### src/rfat_pkg.sv
// Package for the register bank that demonstrates field access types
package rfat_pkg;
	localparam int DW = 32;
	localparam int AW = 8;
	localparam int NPORT = 4;
	// Operation codes carried on the access type port
	localparam logic [1:0] OP_NORMAL = 2'h0;
	localparam logic [1:0] OP_SET = 2'h1;
	localparam logic [1:0] OP_CLR = 2'h2;
	// Word offsets of the bank
	localparam logic [7:0] OFS_STATUS = 8'h00;
	localparam logic [7:0] OFS_CTRL = 8'h04;
	localparam logic [7:0] OFS_ENSET = 8'h08;
	localparam logic [7:0] OFS_IF = 8'h0C;
	localparam logic [7:0] OFS_FLAG_CLEAR = 8'h10;
	localparam logic [7:0] OFS_CMD = 8'h14;
	localparam logic [7:0] OFS_WDATA = 8'h18;
	localparam logic [7:0] OFS_CNT = 8'h1C;
	localparam logic [7:0] OFS_LOCK = 8'h20;
	localparam logic [7:0] OFS_RXDATA = 8'h24;
	localparam logic [7:0] OFS_PORT0 = 8'h40;
	localparam logic [7:0] PORT_STRIDE = 8'h04;
	// Reset values and fixed read values
	localparam logic [31:0] RST_CTRL = 32'h0000_0000;
	localparam logic [31:0] RST_ZERO = 32'h0000_0000;
	localparam logic [31:0] RD_UNDEF = 32'h0000_0000;
	localparam logic [15:0] RST_DOUT = 16'h0000;
	localparam logic [31:0] ERR_VAL = 32'hDEAD_0BAD;
	// Bit positions in the flag and status words
	localparam int IF_EVENT_BIT = 0;
	localparam int IF_RX_BIT = 1;
	localparam int ST_FLAG_BIT = 0;
	localparam int ST_RXV_BIT = 1;
endpackage

### src/rfat_bank.sv
// Register bank with one field access type per register
`timescale 1ns/1ns
`default_nettype none

// Notes on behaviour
// - Each register has one access type for all its fields.
// - Read-only status returns state; writes are dropped.
// - Readable write-one register: ones set bits, zeros leave them.
// - Flag clear register: ones clear flags, zeros do nothing; reads zero.
// - Unreadable write-one command: ones act, reads give no defined value.
// - Write-only data register accepts writes, reads are undefined.
// - Counter is bus writable and also counted by hardware.
// - Lock register ignores bit set and bit clear accesses.
// - Reading receive data pops it and clears its valid flag.
// - Per-port data-out registers share one layout, one copy each.
// - All registers are 32 bits on a 32-bit bus, except the 16-bit per-port data-out registers.
module rfat_bank
(
	input wire logic CLK_I,
	input wire logic RESETN_I,
	input wire logic SEL_I,
	input wire logic WE_I,
	input wire logic [1:0] OP_I,
	input wire logic [7:0] ADDR_I,
	input wire logic [31:0] WDATA_I,
	input wire logic HW_EVENT_I,
	input wire logic RX_PUSH_I,
	input wire logic [31:0] RX_DATA_I,
	output logic [31:0] RDATA_O,
	output logic ERR_O,
	output logic [31:0] CTRL_O,
	output logic [31:0] ENABLE_O,
	output logic [31:0] CMD_PULSE_O,
	output logic [31:0] WDATA_REG_O,
	output logic [31:0] LOCK_O,
	output logic [63:0] DOUT_O
);

	// -----------------------------------------------------------------
	// Helpers
	// -----------------------------------------------------------------
	// Merge a bus write by operation; shared by every alias-capable reg
	function automatic logic [31:0] merge(input logic [31:0] cur,
		input logic [31:0] wd, input logic [1:0] op);
		logic [31:0] r;
		r = wd;
		if (op == rfat_pkg::OP_SET)
			r = cur | wd;
		else if (op == rfat_pkg::OP_CLR)
			r = cur & ~wd;
		return r;
	endfunction

	// Port window decode, shared by the read and write paths
	function automatic logic is_port(input logic [7:0] a);
		return a >= rfat_pkg::OFS_PORT0 && a < rfat_pkg::OFS_PORT0 +
			rfat_pkg::PORT_STRIDE * 8'(rfat_pkg::NPORT);
	endfunction

	// Port number; low address bits inside a word are ignored
	function automatic logic [1:0] port_idx(input logic [7:0] a);
		return 2'((a - rfat_pkg::OFS_PORT0) / rfat_pkg::PORT_STRIDE);
	endfunction

	// -----------------------------------------------------------------
	// State
	// -----------------------------------------------------------------
	logic [31:0] ctrl_q, ctrl_d, en_q, en_d, if_q, if_d, cmd_q, cmd_d;
	logic [31:0] wreg_q, wreg_d, cnt_q, cnt_d, lock_q, lock_d;
	logic [31:0] rx_q, rx_d, rd_q, rd_d;
	logic rxv_q, rxv_d, err_q, err_d;
	logic [15:0] dout_q [rfat_pkg::NPORT];
	logic [15:0] dout_d [rfat_pkg::NPORT];
	logic wr, rd;

	assign wr = SEL_I & WE_I;
	assign rd = SEL_I & ~WE_I;

	// Next state; each register decodes once with its own type
	always_comb
	begin
		ctrl_d = ctrl_q;
		en_d = en_q;
		if_d = if_q;
		cmd_d = '0; // Command bits are single-cycle pulses
		wreg_d = wreg_q;
		cnt_d = cnt_q + 32'h0000_0001; // Hardware keeps counting
		lock_d = lock_q;
		rx_d = rx_q;
		rxv_d = rxv_q;
		rd_d = rd_q;
		err_d = 1'b0;
		for (int p = 0; p < rfat_pkg::NPORT; p++)
			dout_d[p] = dout_q[p];
		// Read data path, 32-bit words
		if (rd)
		begin
			if (ADDR_I == rfat_pkg::OFS_STATUS)
			begin
				rd_d = rfat_pkg::RST_ZERO;
				rd_d[rfat_pkg::ST_FLAG_BIT] = |if_q;
				rd_d[rfat_pkg::ST_RXV_BIT] = rxv_q;
			end
			else if (ADDR_I == rfat_pkg::OFS_CTRL)
				rd_d = ctrl_q;
			else if (ADDR_I == rfat_pkg::OFS_ENSET)
				rd_d = en_q;
			else if (ADDR_I == rfat_pkg::OFS_IF)
				rd_d = if_q;
			else if (ADDR_I == rfat_pkg::OFS_FLAG_CLEAR)
				rd_d = rfat_pkg::RST_ZERO;
			else if (ADDR_I == rfat_pkg::OFS_CMD)
				rd_d = rfat_pkg::RD_UNDEF;
			else if (ADDR_I == rfat_pkg::OFS_WDATA)
				rd_d = rfat_pkg::RD_UNDEF;
			else if (ADDR_I == rfat_pkg::OFS_CNT)
				rd_d = cnt_q;
			else if (ADDR_I == rfat_pkg::OFS_LOCK)
				rd_d = lock_q;
			else if (ADDR_I == rfat_pkg::OFS_RXDATA)
			begin
				rd_d = rx_q;
				rxv_d = 1'b0; // Read pops the word
			end
			else if (is_port(ADDR_I))
				rd_d = {16'h0, dout_q[port_idx(ADDR_I)]};
			else
			begin
				rd_d = rfat_pkg::ERR_VAL;
				err_d = 1'b1;
			end
		end
		// Write path
		if (wr)
		begin
			if (ADDR_I == rfat_pkg::OFS_STATUS)
				err_d = 1'b0; // Dropped, no state change
			else if (ADDR_I == rfat_pkg::OFS_CTRL)
				ctrl_d = merge(ctrl_q, WDATA_I, OP_I);
			else if (ADDR_I == rfat_pkg::OFS_ENSET)
				en_d = en_q | WDATA_I;
			else if (ADDR_I == rfat_pkg::OFS_FLAG_CLEAR)
				if_d = if_q & ~WDATA_I;
			else if (ADDR_I == rfat_pkg::OFS_CMD)
				cmd_d = WDATA_I;
			else if (ADDR_I == rfat_pkg::OFS_WDATA)
				wreg_d = merge(wreg_q, WDATA_I, OP_I);
			else if (ADDR_I == rfat_pkg::OFS_CNT)
				cnt_d = merge(cnt_q, WDATA_I, OP_I); // Bus wins
			else if (ADDR_I == rfat_pkg::OFS_LOCK)
			begin
				if (OP_I == rfat_pkg::OP_NORMAL)
					lock_d = WDATA_I; // Aliases ignored
			end
			else if (is_port(ADDR_I))
				dout_d[port_idx(ADDR_I)] = 16'(merge({16'h0,
					dout_q[port_idx(ADDR_I)]}, WDATA_I, OP_I));
			else if (ADDR_I != rfat_pkg::OFS_IF && ADDR_I !=
				rfat_pkg::OFS_RXDATA)
				err_d = 1'b1;
		end
		// Hardware sets win over clears in the same cycle
		if (HW_EVENT_I)
			if_d[rfat_pkg::IF_EVENT_BIT] = 1'b1;
		if (RX_PUSH_I)
		begin
			rx_d = RX_DATA_I;
			rxv_d = 1'b1;
			if_d[rfat_pkg::IF_RX_BIT] = 1'b1;
		end
	end

	// Register everything
	always_ff @(posedge CLK_I or negedge RESETN_I)
	begin
		if (!RESETN_I)
		begin
			ctrl_q <= rfat_pkg::RST_CTRL;
			en_q <= rfat_pkg::RST_ZERO;
			if_q <= rfat_pkg::RST_ZERO;
			cmd_q <= rfat_pkg::RST_ZERO;
			wreg_q <= rfat_pkg::RST_ZERO;
			cnt_q <= rfat_pkg::RST_ZERO;
			lock_q <= rfat_pkg::RST_ZERO;
			rx_q <= rfat_pkg::RST_ZERO;
			rd_q <= rfat_pkg::RST_ZERO;
			rxv_q <= 1'b0;
			err_q <= 1'b0;
			for (int p = 0; p < rfat_pkg::NPORT; p++)
				dout_q[p] <= rfat_pkg::RST_DOUT;
		end
		else
		begin
			ctrl_q <= ctrl_d;
			en_q <= en_d;
			if_q <= if_d;
			cmd_q <= cmd_d;
			wreg_q <= wreg_d;
			cnt_q <= cnt_d;
			lock_q <= lock_d;
			rx_q <= rx_d;
			rd_q <= rd_d;
			rxv_q <= rxv_d;
			err_q <= err_d;
			for (int p = 0; p < rfat_pkg::NPORT; p++)
				dout_q[p] <= dout_d[p];
		end
	end

	// -----------------------------------------------------------------
	// Outputs, all from flops
	// -----------------------------------------------------------------
	assign RDATA_O = rd_q;
	assign ERR_O = err_q;
	assign CTRL_O = ctrl_q;
	assign ENABLE_O = en_q;
	assign CMD_PULSE_O = cmd_q;
	assign WDATA_REG_O = wreg_q;
	assign LOCK_O = lock_q;
	assign DOUT_O = {dout_q[3], dout_q[2], dout_q[1], dout_q[0]};

endmodule

`default_nettype wire

### config.mk
export PLATFORM = sky130hd
export DESIGN_NAME = rfat_bank
export DESIGN_NICKNAME = d
export VERILOG_FILES = /design/src/rfat_pkg.sv /design/src/rfat_bank.sv
export SDC_FILE = /design/constraint.sdc
export NUM_CORES = 1
export LEC_CHECK = 0
export BUFFER_PORTS_ARGS = -buffer_cell sky130_fd_sc_hd__buf_2
export CAP_MARGIN = 40
export CORE_MARGIN = 4
export CORE_UTILIZATION = 55
export CTS_CLUSTER_SIZE = 8
export DETAILED_ROUTE_END_ITERATION = 8
export PLACE_DENSITY = 0.83
export SLEW_MARGIN = 20
export SYNTH_ARGS = -nofsm -noshare
export SYNTH_HDL_FRONTEND = slang
export SYNTH_SLANG_ARGS = --single-unit
export TNS_END_PERCENT = 100
### constraint.sdc
create_clock -name CLK_I -period 2.2 [get_ports CLK_I]
set_input_delay 0.33 -clock CLK_I [delete_from_list [all_inputs] [get_ports CLK_I]]
set_output_delay 0.33 -clock CLK_I [all_outputs]
set_load 0.02 [all_outputs]
==> metrics, run 1 <==
yosys warns 0; reg2reg start cnt_q[1]; Initial Util 0.560; Critical Path AT between 2000 and 2500 ps; Hold Crit Class in -> reg; DP HPWL 43600 um; Die Y-Extent 182 um; Max IR drop VDD 0.000643 V; Max FO, Critical Path 5; leading area contributor after synthesis dfrtp_1; clock buffer depth 3; Mean Syn Cell Area 11.0 um^2; PD cells 755 mW/mm^2; Post-CTS Setup Bufs 0; total track usage 0.364; final period utilization 0.925; r2r setup slk about 160 ps; drt total wl 61600 um; area of the die 0.0332 mm^2; Post-synth EDFFs 0; GP Congestion ~1; status finished clean; overflow left after global routing 0; Lkg Pwr 0.0106 uW; Iter 0 DRT Violations 1701; max-cap viol count 0; Final Hold Slack 2.78 ps; register area share after synthesis 0.531; global-route wire length before repair 94200 um; CP Class reg -> reg; RSZ-0062 raised after global routing no; GRT Max-Usage Layer met2; Synth cell types 57; Worst Tran Pin Value 840 ps; #FFs+latches synth 354; layout cells sized above 1 0.373; Antenna Nets Post-Route 0; Mapped Area 0.0167 mm^2; Fillers 2060; DRT Pass-1 Iters 8; max_slew headroom 0.440; H-tree levels 2; Core ar. just under 0.03 mm^2; Sink Count about 350; top post-synthesis cells by area dfrtp_1 53%, mux2_2 8.7%, a22o_1 4.9%, clkbuf_1 2.6%, o21ai_0 2.6%; share of the synthesized area in the top cell type 0.531; final setup fails 0; grt met1 use 0.450; Setup TNS Final 0 ps; largest net degree at the start of global routing 68; Fin. Hold Viols 0; DRC Markers 0; routing usage on met3 0.0937; Net Count, Synth 1595; clock skew 15.3 ps; Main synth FF type dfrtp_1; CTS tree yes; initial antenna violation count 2; via count 15500; io pins 337; Nets 2002; crit path from cnt_q[1]; vias in the first global route around 16000; CTS Root Cell clkbuf_16; Layout area overhead 27.8%; Post-synth ARST share 1.00; Cells after Synth about 1500; Skew-Pair Late Insertion Delay 560 ps; max frequency 0.491 GHz; endpoint type of the worst setup path flop; area of the multi-input gates around 0.0073 mm^2; Std-Cell Rows 63; total CTS buffers 50; Worst Path Required 2650 ps; crit start category flop; Die X 182 um; Buffers on Ports 336; FF/Latch Area 0.00886 mm^2; Final Max Slew Viols 0; hold_sp RX_DATA_I[3]; clk slew on worst S/H paths 50 ps; fin crit period 2040 ps; WL per Instance approximately 27 um; global routing usage on met2 0.589; vias per cell between 6 and 7
## final timing paths
path                                   end  depth (start not counted)
hold / removal                     rx_q[3]                          3
setup reg to reg                 cnt_q[26]                          7
hold reg to reg                RDATA_O[13]                          2
max in group asynchronous  WDATA_REG_O[20]                          3
min in group asynchronous  CMD_PULSE_O[19]                          2
setup / recovery                 cnt_q[26]                          7
## final cells by class
| type | count | area share |
|---|---|---|
| multi-input cells | 1003 | 0.343 |
| well taps | 390 | 0.0229 |
| clock inverters | 2 | 0.00135 |
| flip-flops and latches | 354 | 0.415 |
| clock buffers | 54 | 0.0618 |
| repair buffers | 499 | 0.153 |
| diodes | 1 | 0.000117 |
| inverters | 13 | 0.00229 |
## state kept, by name, indices dropped and copies added (netlist names), 32 cells and up
name / cells
CTRL_O: 32
WDATA_REG_O: 32
ENABLE_O: 32
RDATA_O: 32
cnt_q: 32
if_q: 32
CMD_PULSE_O: 32
LOCK_O: 32
rx_q: 32
DOUT_O: 64
## per-layer routing
metal  up-vias  wire (um)
met1      7616      21500
met2      1159      29000
met4         2       3840
met3       252       7290
li1       6457          -
met5         -          7
## metrics by stage
| step | std cells | worst slack (ps) | total power, uW | utilization | instance area [um^2] |
|---|---|---|---|---|---|
| finish | 2316 | 164 | 16100 | 0.716 | 21300 |
| global route | 2315 | 33.5 | 16600 | 0.716 | 21300 |
| CTS | 2315 | 81.1 | 16100 | 0.715 | 21300 |
| detailed placement | 2249 | -266 | 9250 | 0.667 | 19900 |
| global placement | 2249 | -204 | 9190 | 0.667 | 19900 |
| floorplan | 1514 | -11.2 | 8290 | - | 16700 |
## power breakdown
group	leakage, uW	internal [uW]	total, uW	switching [uW]
logic	0.00523	772	2020	1250
clock network	0.000664	4160	6870	2710
registers	0.00471	6870	7220	342
total	0.0106	11800	16100	4300
## synthesized netlist by cell type (all sizes together), types with 18 or more instances
master and count:
a22o 94, o21ai 86, a22oi 21, and2 35, a21o 40, nand2 93
o21a 24, buf 27, o22ai 22, a21oi 80, nor4 18, dfrtp 354
a21boi 30, clkbuf 117, mux2 129, nand3 25, o221ai 18, nor3 19
nor2 73, o211ai 41
## kinds of logic after synthesis
family | synth area share
multiplexers | 0.109
XOR/XNOR | 0.00420
flip-flops | 0.531
adder cells (fa/ha/maj) | 0.000750
AND/OR/NAND/NOR | 0.0969
AO/OA/AOI/OAI | 0.222
buffers and inverters | 0.0365
## worst max-delay path: stages (launching register included)
cell and delay, ps:
dfrtp_1 430, ha_1 200, and4_1 220, nand3_1 130
buf_4 200, nor2_1 310, a41oi_1 180, a221oi_1 260
## placed cells by master (no fill, tap or decap), types with 24 or more instances in the layout
cell type and n:
dfrtp_1 354, buf_2 335, mux2_2 129, buf_4 127, a22o_1 94, nand2_1 93, o21ai_0 85, a21oi_1 80
nor2_1 71, clkbuf_16 51, o211ai_1 41, a21o_1 40, and2_1 35, a21boi_0 30, buf_12 26, nand3_1 25
o21a_1 24
## what timing repair did
item / CTS / global route
endpoints found under the hold margin: 54 / 0
gates resized for setup: 0 / 3
endpoints found under the setup margin: 0 / 4
hold buffers: 10 / 0
Note: power is estimated with default switching activity, not from simulation.
==> inputs of run 2 (changes only) <==
--- a/config.mk
+++ b/config.mk
@@ -7,6 +7,7 @@
 export LEC_CHECK = 0
 export BUFFER_PORTS_ARGS = -buffer_cell sky130_fd_sc_hd__buf_2
 export CAP_MARGIN = 40
+export CORE_ASPECT_RATIO = 0.7
 export CORE_MARGIN = 4
 export CORE_UTILIZATION = 55
 export CTS_CLUSTER_SIZE = 8
==> run 2 against run 1 <==
Net effect:
- cell count rose by 1.3%
- maximum frequency fell by 1.7%
- global-route usage rose by 0.17 points
- critical path type is now in -> reg
==> metrics, run 2 (same netlist as run 1, synthesis figures left out) <==
Crit path max-delay family compound AO/OA/AOI/OAI gates; WL per Instance 26.4 um (-0.84%); Worst R2R Path Depth 7 (unchanged); commonest non-fill, non-tap cell in the layout dfrtp_1; clk slew on worst S/H paths 50 ps (about the same); instance count on the critical path 8 (+1); final period utilization 0.941 (+0.0156); DRC Markers 0 (unchanged); Max FO, Critical Path 6 (+1); endpoint type of the worst setup path flop; total track usage 0.365 (+0.00174); CTS tree yes; max reg flops 64 (unchanged); drt total wl 61900 um (+0.48%); Fin. Hold Viols 0 (unchanged); Buffers on Ports 336 (unchanged); overflow left after global routing 0 (unchanged); Core ar. 0.0300 mm^2 (+0.60%); layout cells sized above 1 0.372 (-0.00148); Worst Path Required 2640 ps (about the same); status finished clean; reg2reg start cnt_q[1]; io pins 337 (unchanged); vias per cell 6.57 (-1.7%); area of the die 0.0332 mm^2 (+0.13%); Nets 2009 (+0.35%); max_slew headroom 0.518 (+0.0784); Iter 0 DRT Violations 2128 (+25%); final std cells w/o fill 2347 (+1.3%); crit-path most repeated cell buf_4; DRT Pass-1 Iters 6 (-2); max frequency 0.483 GHz (-1.7%); Max IR drop VDD 0.000564 V (-12%); clock buffer depth 3 (unchanged); largest net degree at the start of global routing 76 (+12%); Final Hold Slack 10.1 ps (+7.36 ps); Crit path largest cell delay 630 ps (+200 ps); Die X 216 um (+19%); Skew-Pair Late Insertion Delay 570 ps (about the same); clock skew 16.0 ps (+0.762 ps); global-route wire length before repair 93800 um (-0.34%); H-tree levels 2 (unchanged); crit start category input pin; Sink Count 354 (unchanged); Initial Util 0.557 (-0.00332); fin crit period 2070 ps (+34.3 ps); Lkg Pwr 0.0106 uW (about the same); Post-Place Cells 2271 (+0.98%); r2r setup slk 160 ps (about the same); Die Y-Extent 154 um (-16%); most frequent cells in the layout 353 x dfrtp_1, 335 x buf_2, 129 x mux2_2; final setup fails 0 (unchanged); Critical Path AT 2510 ps (+20 ps); Fillers 2194 (+6.5%); Std-Cell Rows 53 (-16%); Antenna Nets Post-Route 0 (unchanged); Final Max Slew Viols 0 (unchanged); via count 15400 (-0.39%); Post-Route Utilization 0.716 (about the same); crit path buf inv count 3 (+2); crit path from ADDR_I[5]; fin area 0.0215 mm^2 (+0.56%); Worst Tran Pin Value 723 ps (-118 ps); CP Class in -> reg; total CTS buffers 50 (unchanged); worst-path cell chain buf_2, buf_4, or4_1, buf_4, o21ai_1, a21oi_1, a22o_1, a31o_2; worst reg2reg endpoint cnt_q[28]; max-cap viol count 0 (unchanged); Layout area overhead 28.5%; DP HPWL 44700 um (+2.5%); Hold Crit Class in -> reg; Max stage delay cell, worst path or4_1; Setup crit end RDATA_O[21]; PD cells 750 mW/mm^2 (-0.61%); vias in the first global route 14900 (-5.9%); CTS Root Cell clkbuf_16; cell area after placement 0.0199 mm^2 (+0.31%); initial antenna violation count 7 (+5); GP Congestion 1.02 (+1.8%)
run 2: changes by cell type in the layout (fill, tap and decap cells not counted), sizes merged:
cell         change
clkbuf           -3
clkinv           +1
diode            +4
dlygate4sd3      +7
run 2: routing by layer:
metal / vias to the layer above / global-route usage / wire, um
met5: - / 0 / 48
met3: 119 / 0.141 / 9240
li1: 6519 / - / -
met1: 7670 / 0.550 / 26100
met2: 1111 / 0.502 / 25100
met4: 6 / 0.0862 / 1510
run 2: worst min-delay path by stage:
stage | startpoint | to | slack, ps | depth (start not counted)
final | RX_DATA_I[2] | rx_q[2] | 10 | 3
after CTS | RX_DATA_I[14] | rx_q[14] | 0.8 | 2
after global placement | RESETN_I | CMD_PULSE_O[9] | 300 | 1
after detailed placement | RESETN_I | CMD_PULSE_O[9] | 310 | 1
after floorplan | RESETN_I | CMD_PULSE_O[0] | 30 | 0
after global routing | RX_DATA_I[1] | rx_q[1] | 8 | 2
run 2: repair_timing:
item,4_1_cts,5_1_grt
hold buffers,17,0
endpoints found under the setup margin,1,9
buffers inserted,0,0
gates resized for setup,1,5
endpoints found under the hold margin,65,0
run 2: through the flow:
step / TNS [ps] / setup WS, ps / power [uW]
final: 0 / 130 / 16100
after global routing: -2.29 / -2.29 / 16600
after CTS: 0 / 114 / 16100
after detailed placement: -43180 / -346 / 9310
after global placement: -34440 / -308 / 9250
after floorplan: -27.9 / -11.2 / 8290
run 2: final cells by class:
class                      count  area (um^2)  area share
sequential                   354         8860       0.413
multi-input combinational   1003         7330       0.342
timing repair buffer         506         3370       0.157
clock buffer                  51         1280      0.0595
tap                          412          515      0.0240
inverter                      13         48.8     0.00227
clock inverter                 3         37.5     0.00175
antenna                        5         12.5    0.000583
run 2: tightest hold or removal path, delay by kind of cell:
family	cells	cell delay [ps]
buf+inv	1	80
compound gates	1	80
simple gates	1	50
run 2: power by group:
group	leakage [uW]	switching, uW	internal (uW)
clock	0.000647	2730	4050
combinational	0.00526	1340	797
sequential	0.00471	310	6870
==> inputs of run 3 (changes only) <==
--- a/config.mk
+++ b/config.mk
@@ -5,14 +5,14 @@
 export SDC_FILE = /design/constraint.sdc
 export NUM_CORES = 1
 export LEC_CHECK = 0
-export BUFFER_PORTS_ARGS = -buffer_cell sky130_fd_sc_hd__buf_2
 export CAP_MARGIN = 40
 export CORE_ASPECT_RATIO = 0.7
 export CORE_MARGIN = 4
 export CORE_UTILIZATION = 55
 export CTS_CLUSTER_SIZE = 8
 export DETAILED_ROUTE_END_ITERATION = 8
-export PLACE_DENSITY = 0.83
+export DONT_BUFFER_PORTS = 1
+export PLACE_DENSITY = 0.73
 export SLEW_MARGIN = 20
 export SYNTH_ARGS = -nofsm -noshare
 export SYNTH_HDL_FRONTEND = slang
==> run 3 against run 2 <==
Net effect:
- the flow now finishes with violations (hold timing)
- power decreased by 2.4%
- die area unchanged
- cell count decreased by 14%
- sequential share of layout area increased by 3.3 points
- setup slack got worse by 49 ps
- count of clock-buffer cells in the layout unchanged
- global-route usage increased by 1.2 points
- maximum frequency decreased by 2.3%
- critical path depth decreased by 2
- via count decreased by 6.9%
- combinational power decreased by 33%
- design area decreased by 7.4%
- largest cell class unchanged
- largest power group unchanged
- highest routed layer unchanged
==> metrics, run 3 (same netlist as run 1, synthesis figures left out) <==
overflow left after global routing 0 (unchanged); failing checks hold timing; initial antenna violation count 7 (unchanged); DRT Pass-1 Iters 6 (unchanged); Skew-Pair Late Insertion Delay 570 ps (about the same); RSZ-0062 raised after global routing yes; Nets 1687 (-16%); vias per cell 7.10 (+8.1%); Critical Path AT 2580 ps (+70 ps); GP Congestion 0.976 (-4.6%); Max FO, Critical Path 5 (-1); H-tree levels 2 (unchanged); max reg flops 64 (unchanged); Antenna Nets Post-Route 0 (unchanged); clock skew 21.3 ps (+5.27 ps); FF/Latch Area 0.00886 mm^2 (about the same); Sink Count 354 (unchanged); Die Y-Extent 154 um (unchanged); Fillers 2296 (+4.6%); io pins 337 (unchanged); Pwr Total 15700 uW (-2.4%); clk slew on worst S/H paths 60 ps (about the same); final worst setup slack 80.4 ps (-49.3 ps); Setup Slack @ Placement -217 ps (+129 ps); Post-Route Utilization 0.663 (-0.0527); global-route wire length before repair 94300 um (+0.52%); endpoint type of the worst setup path flop; CTS tree yes; Buffers on Ports 0 (-100%); largest net degree at the start of global routing 355 (+370%); Layout area overhead 19.1%; Lkg Pwr 0.00893 uW (-16%); Post-Place Cells 1896 (-17%); final std cells w/o fill 2022 (-14%); total track usage 0.377 (+0.0121); final period utilization 0.963 (+0.0224); status complete, but fails checks; area of the multi-input gates 0.00734 mm^2 (+0.14%); commonest non-fill, non-tap cell in the layout dfrtp_1; total CTS buffers 50 (unchanged); CTS Root Cell clkbuf_16; Fin. Hold Viols 354 (+354); Final Hold Slack -534 ps (-544 ps); clock buffer depth 3 (unchanged); PD cells 791 mW/mm^2 (+5.4%); Iter 0 DRT Violations 2450 (+15%); Die X 216 um (unchanged); Worst Path Required 2660 ps (+20 ps); drt total wl 64500 um (+4.1%); fin crit period 2120 ps (+49.3 ps); CP Class reg -> reg; Core ar. 0.0300 mm^2 (unchanged); Max IR drop VDD 0.000584 V (+3.6%); Final Max Slew Viols 0 (unchanged); WL per Instance 31.9 um (+21%); final setup fails 0 (unchanged); cts hold-fix bufs 70 (+53); Std-Cell Rows 53 (unchanged); area of the die 0.0332 mm^2 (unchanged); DP HPWL 41500 um (-7.3%); vias in the first global route 13800 (-7.7%); via count 14400 (-6.9%); Initial Util 0.557 (unchanged); max-cap viol count 0 (unchanged); DRC Markers 0 (unchanged); max frequency 0.472 GHz (-2.3%); max_slew headroom 0.216 (-0.302); layout cells sized above 1 0.213 (-0.158); Worst Tran Pin Value 1180 ps (+453 ps); crit start category flop; Hold Crit Class in -> async; most frequent cells in the layout 354 x dfrtp_1, 129 x mux2_2, 96 x buf_4
==> run 3: changes by cell type in the layout (fill, tap and decap cells not counted), sizes merged <==
cell         before  now
buf             489  115
diode             5    2
dlygate4sd3      17   69
==> run 3: cell type report <==
cell class | instances | area share
clock inverters | 3 | 0.00189
multi-input cells | 1003 | 0.369
inverters | 13 | 0.00246
repair buffers | 184 | 0.0902
well taps | 412 | 0.0259
flip-flops and latches | 354 | 0.446
clock buffers | 51 | 0.0642
diodes | 2 | 0.000252
==> run 3: stage by stage <==
stage / cell area (um^2) / setup TNS [ps] / hold slack (ps)
2_1_floorplan: 16700 / -27.9 / 34.4
3_3_place_gp: 17800 / -7120 / 41.9
3_5_place_dp: 17800 / -9570 / 42.8
4_1_cts: 19900 / 0 / -543
5_1_grt: 19900 / -13.7 / -557
6_report: 19900 / 0 / -534
==> run 3: worst paths after layout <==
kind | from | to | slack [ps] | cells past startpoint
hold / removal | RESETN_I | CMD_PULSE_O[5] | -530 | 0
max in group asynchronous | RESETN_I | rx_q[20] | 1760 | 0
setup reg to reg | cnt_q[1] | cnt_q[25] | 80 | 6
setup / recovery | cnt_q[1] | cnt_q[25] | 80 | 6
hold reg to reg | rxv_q | rxv_q | 490 | 1
min in group CLK_I | WDATA_I[8] | cnt_q[8] | 10 | 2
==> run 3: report_power, final <==
part	switching (uW)	total, uW	internal, uW
Clock	2760	6820	4060
Sequential	608	7480	6870
Combinational	770	1420	651
Total	4140	15700	11600
==> run 3: critical path: stages, from the launching register on <==
cell      delay [ps]
dfrtp_1          420
and4_1           260
nand4_1          290
buf_4            270
nor3_1           400
a21oi_1          140
a311oi_1         250
==> run 3: repair_timing <==
| action | CTS | global route |
|---|---|---|
| setup buffers | 0 | 0 |
| endpoints found under the setup margin | 2 | 2 |
| resized for setup | 2 | 3 |
| endpoints found under the hold margin | 609 | 354 |
| gates cloned | 0 | 0 |
==> run 3: routing by layer <==
metal | GRT usage | vias up | routed length (um)
li1 | - | 5865 | -
met1 | 0.553 | 7128 | 25900
met2 | 0.494 | 1156 | 25300
met3 | 0.194 | 203 | 11500
met4 | 0.0972 | 8 | 1820
met5 | 0 | - | 59
